[config.mk]
export PLATFORM = sky130hd
export DESIGN_NAME = pressure_window_cal_status_regs
export DESIGN_NICKNAME = d
export VERILOG_FILES = /design/src/pwcs_pkg.sv /design/src/pressure_window_cal_status_regs.sv
export SDC_FILE = /design/constraint.sdc
export NUM_CORES = 1
export LEC_CHECK = 0
export BUFFER_PORTS_ARGS = -buffer_cell sky130_fd_sc_hd__buf_2
export CORE_MARGIN = 1.5
export CORE_UTILIZATION = 48
export CTS_CLUSTER_DIAMETER = 80
export CTS_CLUSTER_SIZE = 40
export DETAILED_ROUTE_END_ITERATION = 6
export PLACE_DENSITY = 0.79
export SLEW_MARGIN = 20
export SYNTH_ARGS = -nofsm -noshare
export SYNTH_HDL_FRONTEND = slang
export SYNTH_SLANG_ARGS = --single-unit
export TNS_END_PERCENT = 1
[constraint.sdc]
create_clock -name hclk -period 10.9 [get_ports hclk]
set_clock_uncertainty 0.05 [all_clocks]
set_input_delay 1.09 -clock hclk [delete_from_list [all_inputs] [get_ports hclk]]
set_output_delay 1.09 -clock hclk [all_outputs]
set_load 0.02 [all_outputs]
[src/pwcs_pkg.sv]
// Constants and types shared by the pressure window and calibration registers
package pwcs_pkg;
   // Register indices; the byte address on the bus is four times the index
   localparam logic [7:0] IDX_LOCK = 8'h10;
   localparam logic [7:0] IDX_HI_L = 8'h46;
   localparam logic [7:0] IDX_HI_H = 8'h47;
   localparam logic [7:0] IDX_LO_L = 8'h48;
   localparam logic [7:0] IDX_LO_H = 8'h49;
   localparam logic [7:0] IDX_OFF_L = 8'h4c;
   localparam logic [7:0] IDX_OFF_H = 8'h4d;
   localparam logic [7:0] IDX_CTRL = 8'h50;
   localparam logic [7:0] IDX_STAT = 8'h60;
   localparam logic [7:0] IDX_MIRROR = 8'h61;
   // Calibration byte array, in storage order
   localparam int CAL_BYTES = 6;
   localparam logic [7:0] CAL_IDX [CAL_BYTES] = '{
      IDX_HI_L, IDX_HI_H, IDX_LO_L, IDX_LO_H, IDX_OFF_L, IDX_OFF_H};
   localparam int POS_OFF_L = 4;
   localparam int POS_OFF_H = 5;
   // Field positions
   localparam int LOCK_BIT = 0;
   localparam int CTRL_POL_BIT = 4;
   localparam int MIRROR_RSVD_BIT = 6;
   // Values after reset
   localparam logic [7:0] CAL_RESET = 8'h00;
   localparam logic [3:0] SELECT_RESET = 4'h0;
   localparam logic POL_RESET = 1'b0;
   localparam logic PENDING_RESET = 1'b1;
   // AHB transfer type with a request
   localparam logic [1:0] HTRANS_NONSEQ = 2'b10;
   // Timing
   localparam int CLK_PERIOD_NS = 40;
   localparam int REINIT_TIME_US = 1000;
   localparam int REINIT_CYCLES_DEF = REINIT_TIME_US * 1000 / CLK_PERIOD_NS;
   localparam int REINIT_W = 16;

   typedef struct packed {
      logic [3:0] reserved;
      logic pending;
      logic running;
      logic cm_fault;
      logic fail;
   } sp_status_type;
endpackage : pwcs_pkg

[src/pressure_window_cal_status_regs.sv]
// Window comparator, offset calibration and signal-path status registers
//
// Contract
// - Threshold and offset writes take effect only while the lock bit is clear.
// - Threshold and offset bytes are covered by parity error detection.
// - Each pressure sample arriving outside a data-path restart is compared with high and low window thresholds.
// - Thresholds are unsigned 16-bit, high at 46h/47h, low at 48h/49h.
// - A zero threshold disables only its own comparison.
// - Both thresholds zero keeps the interrupt output inactive.
// - Signed 16-bit offset at 4Ch/4Dh is added to the pressure output.
// - Changing the offset restarts the pressure data path.
// - Self-test pending flag set by reset, cleared once a self-test selected.
// - Self-test running flag is the OR of the four select bits.
// - Common-mode fault flag set when the front end leaves its limits.
// - Common-mode flag cleared by status read or by a reporting transmission.
// - Self-test failure flag is set on failure and cleared only by reset.
// - Read-only status mirror at 61h; reading it has the original's effects.
// - Mirror layout: 7 path, 6 reserved, 5 link, 4 mem, 3 supply, 2..0.
// - Polarity one fires outside the window, zero fires inside it.
// - Interrupt follows the latest evaluated sample, cleared while both thresholds are zero.
//
// Our own choice: the AHB-Lite slave port.
`timescale 1ns/1ns
module pressure_window_cal_status_regs
   import pwcs_pkg::*;
#(
   parameter logic [REINIT_W-1:0] REINIT_CYCLES =
      REINIT_W'(REINIT_CYCLES_DEF)
) (
   input wire logic hclk,
   input wire logic hresetn,
   input wire logic hsel,
   input wire logic [31:0] haddr,
   input wire logic [1:0] htrans,
   input wire logic hwrite,
   input wire logic [2:0] hsize,
   input wire logic [31:0] hwdata,
   input wire logic hready,
   output logic [31:0] hrdata,
   output logic hreadyout,
   output logic hresp,
   input wire logic raw_valid,
   input wire logic [15:0] raw_pressure,
   input wire logic cm_exceed,
   input wire logic tx_cm_reported,
   input wire logic selftest_failed,
   input wire logic [7:0] device_status,
   output logic [15:0] sensor_output,
   output logic sensor_valid,
   output logic irq,
   output logic dsp_restart,
   output logic dsp_busy,
   output logic array_error,
   output logic device_status_read
);

   // Bus request capture
   logic take;
   logic [7:0] req_idx;
   logic wr_pend_reg;
   logic [7:0] wr_idx_reg;
   logic rd_wait_reg;
   logic [7:0] rd_idx_reg;
   logic hreadyout_reg;
   logic [31:0] hrdata_reg;
   logic hresp_reg;
   logic wr_en;
   logic [7:0] wdata;

   assign take = hsel && hready && (htrans == HTRANS_NONSEQ);
   assign req_idx = haddr[9:2];
   assign wr_en = wr_pend_reg;
   assign wdata = hwdata[7:0];

   always_ff @(posedge hclk or negedge hresetn) begin
      if (!hresetn) begin
         wr_pend_reg <= 1'b0;
         wr_idx_reg <= 8'h00;
         rd_wait_reg <= 1'b0;
         rd_idx_reg <= 8'h00;
      end else begin
         wr_pend_reg <= take && hwrite;
         wr_idx_reg <= take ? req_idx : wr_idx_reg;
         rd_wait_reg <= take && !hwrite;
         rd_idx_reg <= take ? req_idx : rd_idx_reg;
      end
   end

   // Reads take one wait state, so a write just before is already stored
   always_ff @(posedge hclk or negedge hresetn) begin
      if (!hresetn) begin
         hreadyout_reg <= 1'b1;
         hresp_reg <= 1'b0;
      end else begin
         hreadyout_reg <= !(take && !hwrite);
         hresp_reg <= 1'b0;
      end
   end

   // Lock and control registers
   logic lock_reg;
   logic [3:0] select_reg;
   logic pol_reg;
   logic wr_lock;
   logic wr_ctrl;

   assign wr_lock = wr_en && (wr_idx_reg == IDX_LOCK);
   assign wr_ctrl = wr_en && (wr_idx_reg == IDX_CTRL);

   always_ff @(posedge hclk or negedge hresetn) begin
      if (!hresetn) begin
         lock_reg <= 1'b0;
      end else if (wr_lock && wdata[LOCK_BIT]) begin
         lock_reg <= 1'b1;
      end
   end

   always_ff @(posedge hclk or negedge hresetn) begin
      if (!hresetn) begin
         select_reg <= SELECT_RESET;
         pol_reg <= POL_RESET;
      end else if (wr_ctrl) begin
         select_reg <= wdata[3:0];
         pol_reg <= wdata[CTRL_POL_BIT];
      end
   end

   // Calibration bytes: thresholds and offset
   logic [7:0] cal_reg [CAL_BYTES];
   logic [7:0] cal_next [CAL_BYTES];
   logic [CAL_BYTES-1:0] cal_wr;
   logic [CAL_BYTES-1:0] next_par;
   logic [CAL_BYTES-1:0] cur_par;

   for (genvar i = 0; i < CAL_BYTES; i++) begin : g_cal
      assign cal_wr[i] = wr_en && (wr_idx_reg == CAL_IDX[i]) &&
         !lock_reg;
      assign cal_next[i] = cal_wr[i] ? wdata : cal_reg[i];
      assign next_par[i] = ^cal_next[i];
      assign cur_par[i] = ^cal_reg[i];
      always_ff @(posedge hclk or negedge hresetn) begin
         if (!hresetn) begin
            cal_reg[i] <= CAL_RESET;
         end else begin
            cal_reg[i] <= cal_next[i];
         end
      end
   end

   logic [15:0] hi_thr;
   logic [15:0] lo_thr;
   logic [15:0] user_offset;

   assign hi_thr = {cal_reg[1], cal_reg[0]};
   assign lo_thr = {cal_reg[3], cal_reg[2]};
   assign user_offset = {cal_reg[POS_OFF_H], cal_reg[POS_OFF_L]};

   // Parity kept over the whole array, checked every cycle
   logic parity_reg;
   logic array_error_reg;

   always_ff @(posedge hclk or negedge hresetn) begin
      if (!hresetn) begin
         parity_reg <= 1'b0;
         array_error_reg <= 1'b0;
      end else begin
         parity_reg <= ^next_par;
         array_error_reg <= (^cur_par) != parity_reg;
      end
   end

   // Offset change restarts the data path
   logic off_change;
   logic [REINIT_W-1:0] reinit_cnt_reg;
   logic [REINIT_W-1:0] reinit_next;
   logic dsp_restart_reg;
   logic dsp_busy_reg;

   assign off_change =
      (cal_wr[POS_OFF_L] && (wdata != cal_reg[POS_OFF_L])) ||
      (cal_wr[POS_OFF_H] && (wdata != cal_reg[POS_OFF_H]));
   assign reinit_next = off_change ? REINIT_CYCLES :
      (reinit_cnt_reg != '0) ? reinit_cnt_reg - 1'b1 : reinit_cnt_reg;

   always_ff @(posedge hclk or negedge hresetn) begin
      if (!hresetn) begin
         reinit_cnt_reg <= '0;
         dsp_restart_reg <= 1'b0;
         dsp_busy_reg <= 1'b0;
      end else begin
         reinit_cnt_reg <= reinit_next;
         dsp_restart_reg <= off_change;
         dsp_busy_reg <= reinit_next != '0;
      end
   end

   // Offset applied to the raw sample, then window evaluation
   logic eval;
   logic [15:0] corrected;
   logic above_hi;
   logic below_lo;
   logic outside;
   logic both_off;
   logic irq_cond;
   logic irq_next;
   logic [15:0] sensor_out_reg;
   logic sensor_valid_reg;
   logic irq_reg;

   assign eval = raw_valid && (reinit_cnt_reg == '0) &&
      !off_change;
   assign corrected = raw_pressure + user_offset;
   assign above_hi = (hi_thr != 16'h0000) && (corrected > hi_thr);
   assign below_lo = (lo_thr != 16'h0000) && (corrected < lo_thr);
   assign outside = above_hi || below_lo;
   assign both_off = (hi_thr == 16'h0000) && (lo_thr == 16'h0000);
   assign irq_cond = !both_off && (pol_reg ? outside : !outside);
   assign irq_next = eval ? irq_cond : (irq_reg && !both_off);

   always_ff @(posedge hclk or negedge hresetn) begin
      if (!hresetn) begin
         sensor_out_reg <= 16'h0000;
         sensor_valid_reg <= 1'b0;
         irq_reg <= 1'b0;
      end else begin
         sensor_out_reg <= eval ? corrected : sensor_out_reg;
         sensor_valid_reg <= eval;
         irq_reg <= irq_next;
      end
   end

   // Signal-path status
   logic stat_read;
   logic mirror_read;
   logic cm_clear;
   logic pending_reg;
   logic cm_reg;
   logic fail_reg;
   logic device_status_read_reg;
   sp_status_type sp_status;
   logic [7:0] mirror_val;

   assign stat_read = rd_wait_reg && (rd_idx_reg == IDX_STAT);
   assign mirror_read = rd_wait_reg && (rd_idx_reg == IDX_MIRROR);
   assign cm_clear = stat_read || tx_cm_reported;

   always_ff @(posedge hclk or negedge hresetn) begin
      if (!hresetn) begin
         pending_reg <= PENDING_RESET;
         cm_reg <= 1'b0;
         fail_reg <= 1'b0;
      end else begin
         pending_reg <= pending_reg && (select_reg == 4'h0);
         cm_reg <= cm_exceed || (cm_reg && !cm_clear);
         fail_reg <= fail_reg || selftest_failed;
      end
   end

   always_ff @(posedge hclk or negedge hresetn) begin
      if (!hresetn) begin
         device_status_read_reg <= 1'b0;
      end else begin
         device_status_read_reg <= mirror_read;
      end
   end

   assign sp_status.reserved = 4'h0;
   assign sp_status.pending = pending_reg;
   assign sp_status.running = |select_reg;
   assign sp_status.cm_fault = cm_reg;
   assign sp_status.fail = fail_reg;
   assign mirror_val = device_status &
      ~(8'h01 << MIRROR_RSVD_BIT);

   // Read data selection
   logic [7:0] rd_val;

   always_comb begin
      if (rd_idx_reg == IDX_LOCK) begin
         rd_val = {7'h00, lock_reg};
      end else if (rd_idx_reg == IDX_HI_L) begin
         rd_val = hi_thr[7:0];
      end else if (rd_idx_reg == IDX_HI_H) begin
         rd_val = hi_thr[15:8];
      end else if (rd_idx_reg == IDX_LO_L) begin
         rd_val = lo_thr[7:0];
      end else if (rd_idx_reg == IDX_LO_H) begin
         rd_val = lo_thr[15:8];
      end else if (rd_idx_reg == IDX_OFF_L) begin
         rd_val = user_offset[7:0];
      end else if (rd_idx_reg == IDX_OFF_H) begin
         rd_val = user_offset[15:8];
      end else if (rd_idx_reg == IDX_CTRL) begin
         rd_val = {3'h0, pol_reg, select_reg};
      end else if (rd_idx_reg == IDX_STAT) begin
         rd_val = sp_status;
      end else if (rd_idx_reg == IDX_MIRROR) begin
         rd_val = mirror_val;
      end else begin
         rd_val = 8'h00;
      end
   end

   always_ff @(posedge hclk or negedge hresetn) begin
      if (!hresetn) begin
         hrdata_reg <= 32'h0000_0000;
      end else if (rd_wait_reg) begin
         hrdata_reg <= {24'h00_0000, rd_val};
      end
   end

   assign hrdata = hrdata_reg;
   assign hreadyout = hreadyout_reg;
   assign hresp = hresp_reg;
   assign sensor_output = sensor_out_reg;
   assign sensor_valid = sensor_valid_reg;
   assign irq = irq_reg;
   assign dsp_restart = dsp_restart_reg;
   assign dsp_busy = dsp_busy_reg;
   assign array_error = array_error_reg;
   assign device_status_read = device_status_read_reg;
endmodule : pressure_window_cal_status_regs

Word level (Yosys, flattened, before mapping):

Cells that the tools add are included.

* register bits after elaboration: 115
* input bits: 102
* output and inout bits: 56
* word-level logic and storage cells: 131

* $add $sub $neg: 2
* magnitude comparators: 2
* equality and inequality tests: 14
* mux-type cells: 20
* reduce and logical (&&, ||, !) cells: 67

Operator list (number)
* $mux 8: 16
* $reduce_xor 8->1: 12
* $eq 8x7->1 const B: 9
* $reduce_bool 16->1: 4
* $logic_not 16->1: 3
* $logic_and 1x1->1: 32
* $mux 16: 2
* $add 16x16->16: 1
* $gt 16x16->1: 1
* $lt 16x16->1: 1
* $ne 8x8->1: 2
* $sub 16x1->16 const B: 1
* $reduce_xor 6->1: 2
* $eq 8x5->1 const B: 1
* $logic_not 1->1: 7
* $logic_or 1x1->1: 5
* $logic_not 4->1: 1
* $reduce_or 4->1: 1
* $eq 2x2->1 const B: 1
* $mux 1: 2
* $ne 1x1->1: 1

Logic depth before layout (Yosys ltp):

Gate-level depths: netlist of run 1.

* word-level depth: 11
* depth in mapped cells: 19
* gate-level depth less buffers: 19

Worst setup path before layout of run 1:

No wires, ideal clock.

* path type: input to register
* from: input raw_pressure[0]
* to: register irq_reg (netlist: irq)
* library setup time: 0.129 ns
* arrival time: 4.068 ns
* required time: 10.721 ns
* path slack: 6.654 ns
* cell stages on the path: 18
* buffers on the path: 0
* path through: ha_1 > inv_1 > fa_1 > nor2b_1 > o21a_1 > o21ai_0 > a21oi_1 > o2111ai_1 > a31oi_1 > xor2_1 > ha_1 > and4_1 > a21oi_1 > nand2_1 > a211oi_1 > o31ai_1 > a311oi_1 > nor3b_1

* longest elaborated chain between the ends: 8
* elaborated cells between the ends (all ways): 10
* those cells by class: 1 x add/sub; 2 x order compare; 2 x mux; 5 x reduce/logical

RTL lines
* start, declared: RTL line pressure_window_cal_status_regs.sv:43 `input wire logic [15:0] raw_pressure,`
* $add 16x16->16 *: RTL line pressure_window_cal_status_regs.sv:212 `assign corrected = raw_pressure + user_offset;`
* named net corrected[12]: RTL line pressure_window_cal_status_regs.sv:199 `logic [15:0] corrected;`
* $gt 16x16->1 or $lt 16x16->1 (tied branches): RTL line pressure_window_cal_status_regs.sv:213, pressure_window_cal_status_regs.sv:214
* $logic_and 1x1->1, on equally long branches: RTL line pressure_window_cal_status_regs.sv:213, pressure_window_cal_status_regs.sv:214
* $logic_or 1x1->1 *: RTL line pressure_window_cal_status_regs.sv:215 `assign outside = above_hi || below_lo;`
* $logic_not 1->1: RTL line pressure_window_cal_status_regs.sv:217 `assign irq_cond = !both_off && (pol_reg ? outside : !outside);`
* $mux 1 *: RTL line pressure_window_cal_status_regs.sv:217
* $logic_and 1x1->1 *: RTL line pressure_window_cal_status_regs.sv:217
* $mux 1 *: RTL line pressure_window_cal_status_regs.sv:218 `assign irq_next = eval ? irq_cond : (irq_reg && !both_off);`
* named net irq_next: RTL line pressure_window_cal_status_regs.sv:205 `logic irq_next;`
* end signal, assigned: RTL line pressure_window_cal_status_regs.sv:228 `irq_reg <= irq_next;`
* end, declared: RTL line pressure_window_cal_status_regs.sv:208 `logic irq_reg;`

The timed path passes the listed nets; every way through them passes the cells marked *.
A chain may end at the register's enable or synchronous reset.

Worst setup path in the final report of run 1:

Same ends and word-level chain as after synthesis.

==> flow_summary_export.csv, run 1 <==
group,metric,value,unit
outcome,outcome,"complete, no violations",
timing,setup_violations,0,
die,row_count,47,
pwr,peakVddDrop,0.1138,mV
logic_synthesis,yosys-top-cells-count,"113 x dfrtp_1, 79 x xnor2_1, 67 x nand2_1",
logic_synthesis,ys_types,75,
grt,grt_pass1_vias,6475,
logic_synthesis,yosysMostFrequentCell,"dfrtp_1",
finish,register_area,2880,um2
flow_run,max_cap_violations,0,
logic_synthesis,ys_seq_elements,115,
placement,hpwl,15560,um
clocking,clk_latency,430,ps
clocking,htreeDepth,4,
die,die_w,133.0,um
routing,drt_iter0_drc,464,
routing,drt_wl_total,21010,um
routing,vias,6398,
die,die_y,133.0,um
critical_path,worstSetupPathType,"primary input to flip-flop",
finish,num_antenna_cells,0,
die,die_area,17690,um2
timing,tightest_slew,936.1,ps
clocking,cts_buffers,17,
logic_synthesis,yosys_warnings,0,
logic_synthesis,synth_top_family_by_area,"XOR/XNOR gates",
logic_synthesis,synth_edf_count,0,
placement,gp_congestion,0.9318,
timing,rsz0062_at_grt,"no",
finish,nets,1065,
logic_synthesis,synth_mux_area_frac,0.08376,
pwr,p_int,1.020,mW
grt,grt-ovfl-total,0,
logic_synthesis,synthTopCellsByArea,"dfrtp_1 35%, ha_1 9.9%, xnor2_1 8.5%",
logic_synthesis,yosysTopAreaCell,"dfrtp_1",
critical_path,crit_required,11150,ps
timing,slew_violations,0,
logic_synthesis,synthXorXnorAreaFrac,0.1458,
critical_path,endpoint_kind,"flip-flop",
logic_synthesis,synth-main-ff-cell,"dfrtp_1",
routing,drc,0,
critical_path,crit_path_start_kind,"primary input",
finish,syn_to_final_growth,13.56,%
clocking,cts_setup_buffers,0,
critical_path,crit_arrival,4670,ps
pwr,switchingPower,0.4319,mW
grt,grt_first_pass_wirelength,33240,um
logic_synthesis,syn_avg_cell_area,9.797,um2
logic_synthesis,netlist_area,8112,um2
timing,hold_violations,0,
timing,slew-limit-headroom,0.3746,
timing,max_clock_freq,226.4,MHz
logic_synthesis,yosys.area_share.adder,0.1012,
routing,drtAntennaViolNets,0,
die,io-pin-count,158,
pwr,seqPwrFrac,0.362,
finish,drive_above_1_share,0.1943,
clocking,clk_pin_slew_worst_paths,50,ps
logic_synthesis,yosysTopAreaCellShare,0.3486,
worst_hold_path,hold_path.class,"flip-flop to flip-flop",
pwr,power.density,157.7,nW/um2
clocking,clock-sinks,115,
logic_synthesis,ys_seq_area_frac,0.3551,
critical_path,cp_max_fo,3,
routing,wl_per_cell,18.57,um
timing,fin_setup_tns,0,ps
timing,hold_slack,365.5,ps
finish,largest_reg_flops,48,
pwr,comb_power_share,0.226,
clocking,clockBufferDepth,2,
logic_synthesis,syn_inst,828,
routing,vias_per_cell,5.657,
critical_path,crit_slowest_cell,"fa_1",
clocking,cts_hold_buf,0,
clocking,cts_tree,"yes",
clocking,cts_resized,0,
grt,track_usage,0.2462,
die,start_util,0.4909,
critical_path,cp_cell_sequence,"buf_2 -> ha_1 -> inv_1 -> fa_1 -> nor2b_1 -> o21a_1 -> o21ai_0 -> a21oi_1 -> o2111ai_1 -> a31oi_1 -> xor2_1 -> ha_1 -> a21oi_1 -> nor2b_1 -> o21ai_0 -> nand2_1 -> a211oi_1 -> o31ai_1 -> a311oi_1 -> nor3b_1",
logic_synthesis,synth-simple-area-share,0.1368,
clocking,cts-root-buf,"clkbuf_16",
grt,grt_max_degree,82,
pwr,p_leak,4.454,nW
logic_synthesis,ys_async_sr_fraction,1.000,
die,core,16520,um2
routing,first_pass_iters,5,
placement,portBuffers,80,
timing,period_needed,4416,ps
pwr,swShare,0.2974,
pwr,clockPowerShare,0.412,
finish,fill_cells,1398,
grt,antenna_found_initial,0,
timing,fin_crit_sh,0.4052,
critical_path,cp_slowest_stage_delay,390,ps
logic_synthesis,synth_compound_area_frac,0.1134,
finish,multi_input_area,4806,um2
==> metal layers <==
metal  global-route usage  routed length [um]  vias to the layer above  share of wire
met1               0.2997                8338                     3055           0.40
met2               0.4039               10030                      285           0.48
met3              0.06092                1626                       79          0.077
met5                    0                   0                        -              0
li1                     -                   -                     2979              -
met4               0.1294                1012                        0          0.048
==> cell families after synthesis <==
kind of cell | Yosys count
fa+ha+maj | 65
simple gates | 210
other cells | 1
mux | 62
xor+xnor | 125
buf+inv | 105
flops | 115
compound gates | 145
==> power by group through the flow <==
stage	clock, mW	sequential (mW)	combinational [mW]
after global placement	0	0.528	0.313
after CTS	0.605	0.524	0.325
final	0.599	0.526	0.328
after detailed placement	0	0.529	0.322
after floorplan	0	0.517	0.247
after global routing	0.621	0.532	0.356
==> through the flow <==
stage,worst slack [ps],util,power [mW],cells,cell area [um2]
after floorplan,6654,-,0.7645,852,8202
after global placement,6155,0.5183,0.8412,1099,8564
after detailed placement,6123,0.5183,0.8510,1099,8564
after CTS,6562,0.5572,1.454,1131,9208
after global routing,6079,0.5574,1.509,1131,9211
final,6484,0.5574,1.452,1131,9211
==> placed cells by master, fill, tap and decap left out, types with 11 or more instances in the layout <==
| cell | instances |
|---|---|
| dfrtp_1 | 113 |
| xnor2_1 | 79 |
| buf_2 | 79 |
| nand2_1 | 67 |
| ha_1 | 64 |
| nor2_1 | 50 |
| inv_1 | 49 |
| mux2_2 | 47 |
| o21ai_0 | 43 |
| xor2_1 | 40 |
| a21oi_1 | 36 |
| conb_1 | 25 |
| clkbuf_16 | 17 |
| mux2i_1 | 15 |
| nand4_1 | 14 |
| nor3_1 | 12 |
| nand2b_1 | 11 |
==> critical path: cells and delay by family <==
family,cells,cell delay [ps]
AOI/OAI and AO/OA,10,1910
xor gates and xnor gates,1,320
buffers and inverters,2,150
adders and majority gates,3,860
and+or+nand+nor,4,340
==> path summary, 6_finish.rpt <==
path / from / end / slack, ps / cells after the start
max reg2reg: rd_idx_reg[2] / parity_reg / 6610 / 7
max in group asynchronous: hresetn / reinit_cnt_reg[7] / 9090 / 2
min: select_reg[2] / pending_reg / 370 / 1
min reg2reg: select_reg[2] / pending_reg / 370 / 1
max: raw_pressure[0] / irq / 6480 / 20
min in group asynchronous: hresetn / fail_reg / 570 / 1
==> area by class of cell <==
type	count	share of cell area
well taps	220	0.02988
inverters	51	0.02092
clock inverters	7	0.01277
multi-input cells	632	0.5217
clock buffers	25	0.05705
repair buffers	81	0.04496
flip-flops and latches	115	0.3127
Power figures use the tool's default switching activity.
==> run 2, diff against run 1 <==
clock period = 4.3 ns   (was 10.9 ns; I/O delays follow)
==> flow_summary_export.csv, run 2 (synthesized netlist as in run 1, its figures left out) <==
group,metric,value,unit
outcome,outcome,"finished, violations left",
outcome,violations,"negative hold slack",
placement,dpl-instance-area,8677,um2
clocking,cts-root-buf,"clkbuf_16",
timing,fin_crit_sh,0.9127,
clocking,cts_buffers,17,
worst_hold_path,hold_path.class,"primary input to async pin",
timing,max_clock_freq,254.8,MHz
timing,setup_slack,375.4,ps
die,die_area,17690,um2
grt,track_usage,0.2443,
critical_path,crit_path_start_kind,"flip-flop",
finish,largest_reg_flops,48,
routing,wl_per_cell,18.10,um
clocking,cts_hold_buf,0,
timing,slew_violations,0,
clocking,clock-sinks,115,
timing,hold_violations,11,
timing,slew-limit-headroom,0.4427,
grt,grt_first_pass_wirelength,33090,um
critical_path,r2r_start,"cal_reg[9]",
finish,drive_above_1_share,0.2071,
clocking,clk_pin_slew_worst_paths,50,ps
timing,setup_violations,0,
pwr,p_total,3.651,mW
placement,gp_congestion,0.9138,
critical_path,crit_arrival,4180,ps
routing,vias,6440,
finish,fill_cells,1428,
routing,first_pass_iters,6,
routing,drc,0,
die,die_w,133.0,um
routing,drtAntennaViolNets,0,
flow_run,max_cap_violations,0,
grt,grt-ovfl-total,0,
finish,syn_to_final_growth,14.67,%
finish,final_area,9301,um2
routing,drt_wl_total,20760,um
placement,pre_cts_ws,218.6,ps
placement,portBuffers,80,
timing,fin_setup_tns,0,ps
routing,vias_per_cell,5.615,
die,io-pin-count,158,
die,core,16520,um2
grt,grt_max_degree,54,
timing,rsz0062_at_grt,"no",
die,start_util,0.4909,
timing,period_needed,3925,ps
critical_path,worstSetupPathType,"flip-flop to flip-flop",
timing,hold_slack,-9.649,ps
finish,layout_common_cells,"113 x dfrtp_1, 79 x xnor2_1, 79 x buf_2",
die,row_count,47,
critical_path,cp_max_fo,6,
critical_path,reg2reg_to,"irq",
grt,grt_pass1_vias,6493,
grt,antenna_found_initial,1,
clocking,cts_tree,"yes",
finish,layout_commonest_cell,"dfrtp_1",
timing,tightest_slew,814.8,ps
clocking,clockBufferDepth,2,
pwr,p_leak,4.523,nW
pwr,peakVddDrop,0.2863,mV
critical_path,r2r_cells,17,
finish,num_antenna_cells,0,
placement,hpwl,15720,um
critical_path,endpoint_kind,"flip-flop",
die,die_y,133.0,um
critical_path,r2r_slack,380,ps
clocking,htreeDepth,4,
pwr,power.density,392.5,nW/um2
finish,nets,1081,
critical_path,crit_required,4550,ps
clocking,clk_latency,430,ps
routing,drt_iter0_drc,423,
-- run 2: cell count changes in the layout (fill, tap and decap cells not counted), sizes merged --
cell | previous run | this run
buf | 81 | 97
clkinv | 3 | 7
bufinv | 3 | 4
clkbuf | 25 | 21
clkinvlp | 3 | 2
-- run 2: power breakdown --
group / total (mW) / switching (mW) / internal [mW] / leakage (nW)
Sequential: 1.31 / 0.119 / 1.19 / 1.34
Clock: 1.48 / 0.499 / 0.977 / 0.297
Combinational: 0.868 / 0.470 / 0.397 / 2.89
Total: 3.65 / 1.09 / 2.56 / 4.52
-- run 2: critical path, cell delays in order, from the launching register on --
cell	delay, ps
dfrtp_1	470
ha_1	320
a21o_1	180
a21oi_1	210
o21bai_1	130
a21oi_1	260
nor2_1	120
a21o_1	200
a211oi_1	330
nor2_1	150
ha_1	300
and4_1	170
a21oi_1	140
nand2_1	60
a211oi_1	230
o31ai_1	120
a311oi_1	280
nor3b_1	80
-- run 2: routing by layer --
metal | global-route usage | vias to the layer above | share of wire
li1 | - | 3020 | -
met1 | 0.2944 | 3124 | 0.40
met2 | 0.4010 | 240 | 0.49
met3 | 0.06743 | 54 | 0.078
met4 | 0.1252 | 2 | 0.038
met5 | 0 | - | 0.00067
-- run 2: cell type report --
class                           count  area, um2  area share
Clock inverter                     11      160.2     0.01722
Sequential cell                   115       2880      0.3097
Inverter                           51      192.7     0.02072
Clock buffer                       21      450.4     0.04843
Tap cell                          220      275.3     0.02959
Multi-Input combinational cell    632       4812      0.5174
Timing Repair Buffer               97      530.5     0.05704
-- run 2: how the worst max path moves through the flow --
stage | from | to | cells past startpoint
after floorplan | cal_reg[8] | irq | 18
after global placement | raw_pressure[0] | irq | 19
after detailed placement | raw_pressure[0] | irq | 20
after CTS | cal_reg[8] | irq | 18
after global routing | cal_reg[8] | irq | 19
final | cal_reg[9] | irq | 17
-- run 2: metrics by stage --
step | util | std cells | hold WS [ps]
finish | 0.5629 | 1147 | -9.649
detailed placement | 0.5251 | 1114 | 359.3
floorplan | - | 852 | 84.41
global placement | 0.5251 | 1114 | 356.2
CTS | 0.5621 | 1146 | 10.60
global route | 0.5629 | 1147 | 56.67
-- run 2: repair_timing --
action / in CTS / in global routing
gates resized for setup: 0 / 1
buffers inserted: 0 / 1
setup endpoints to repair: 0 / 1
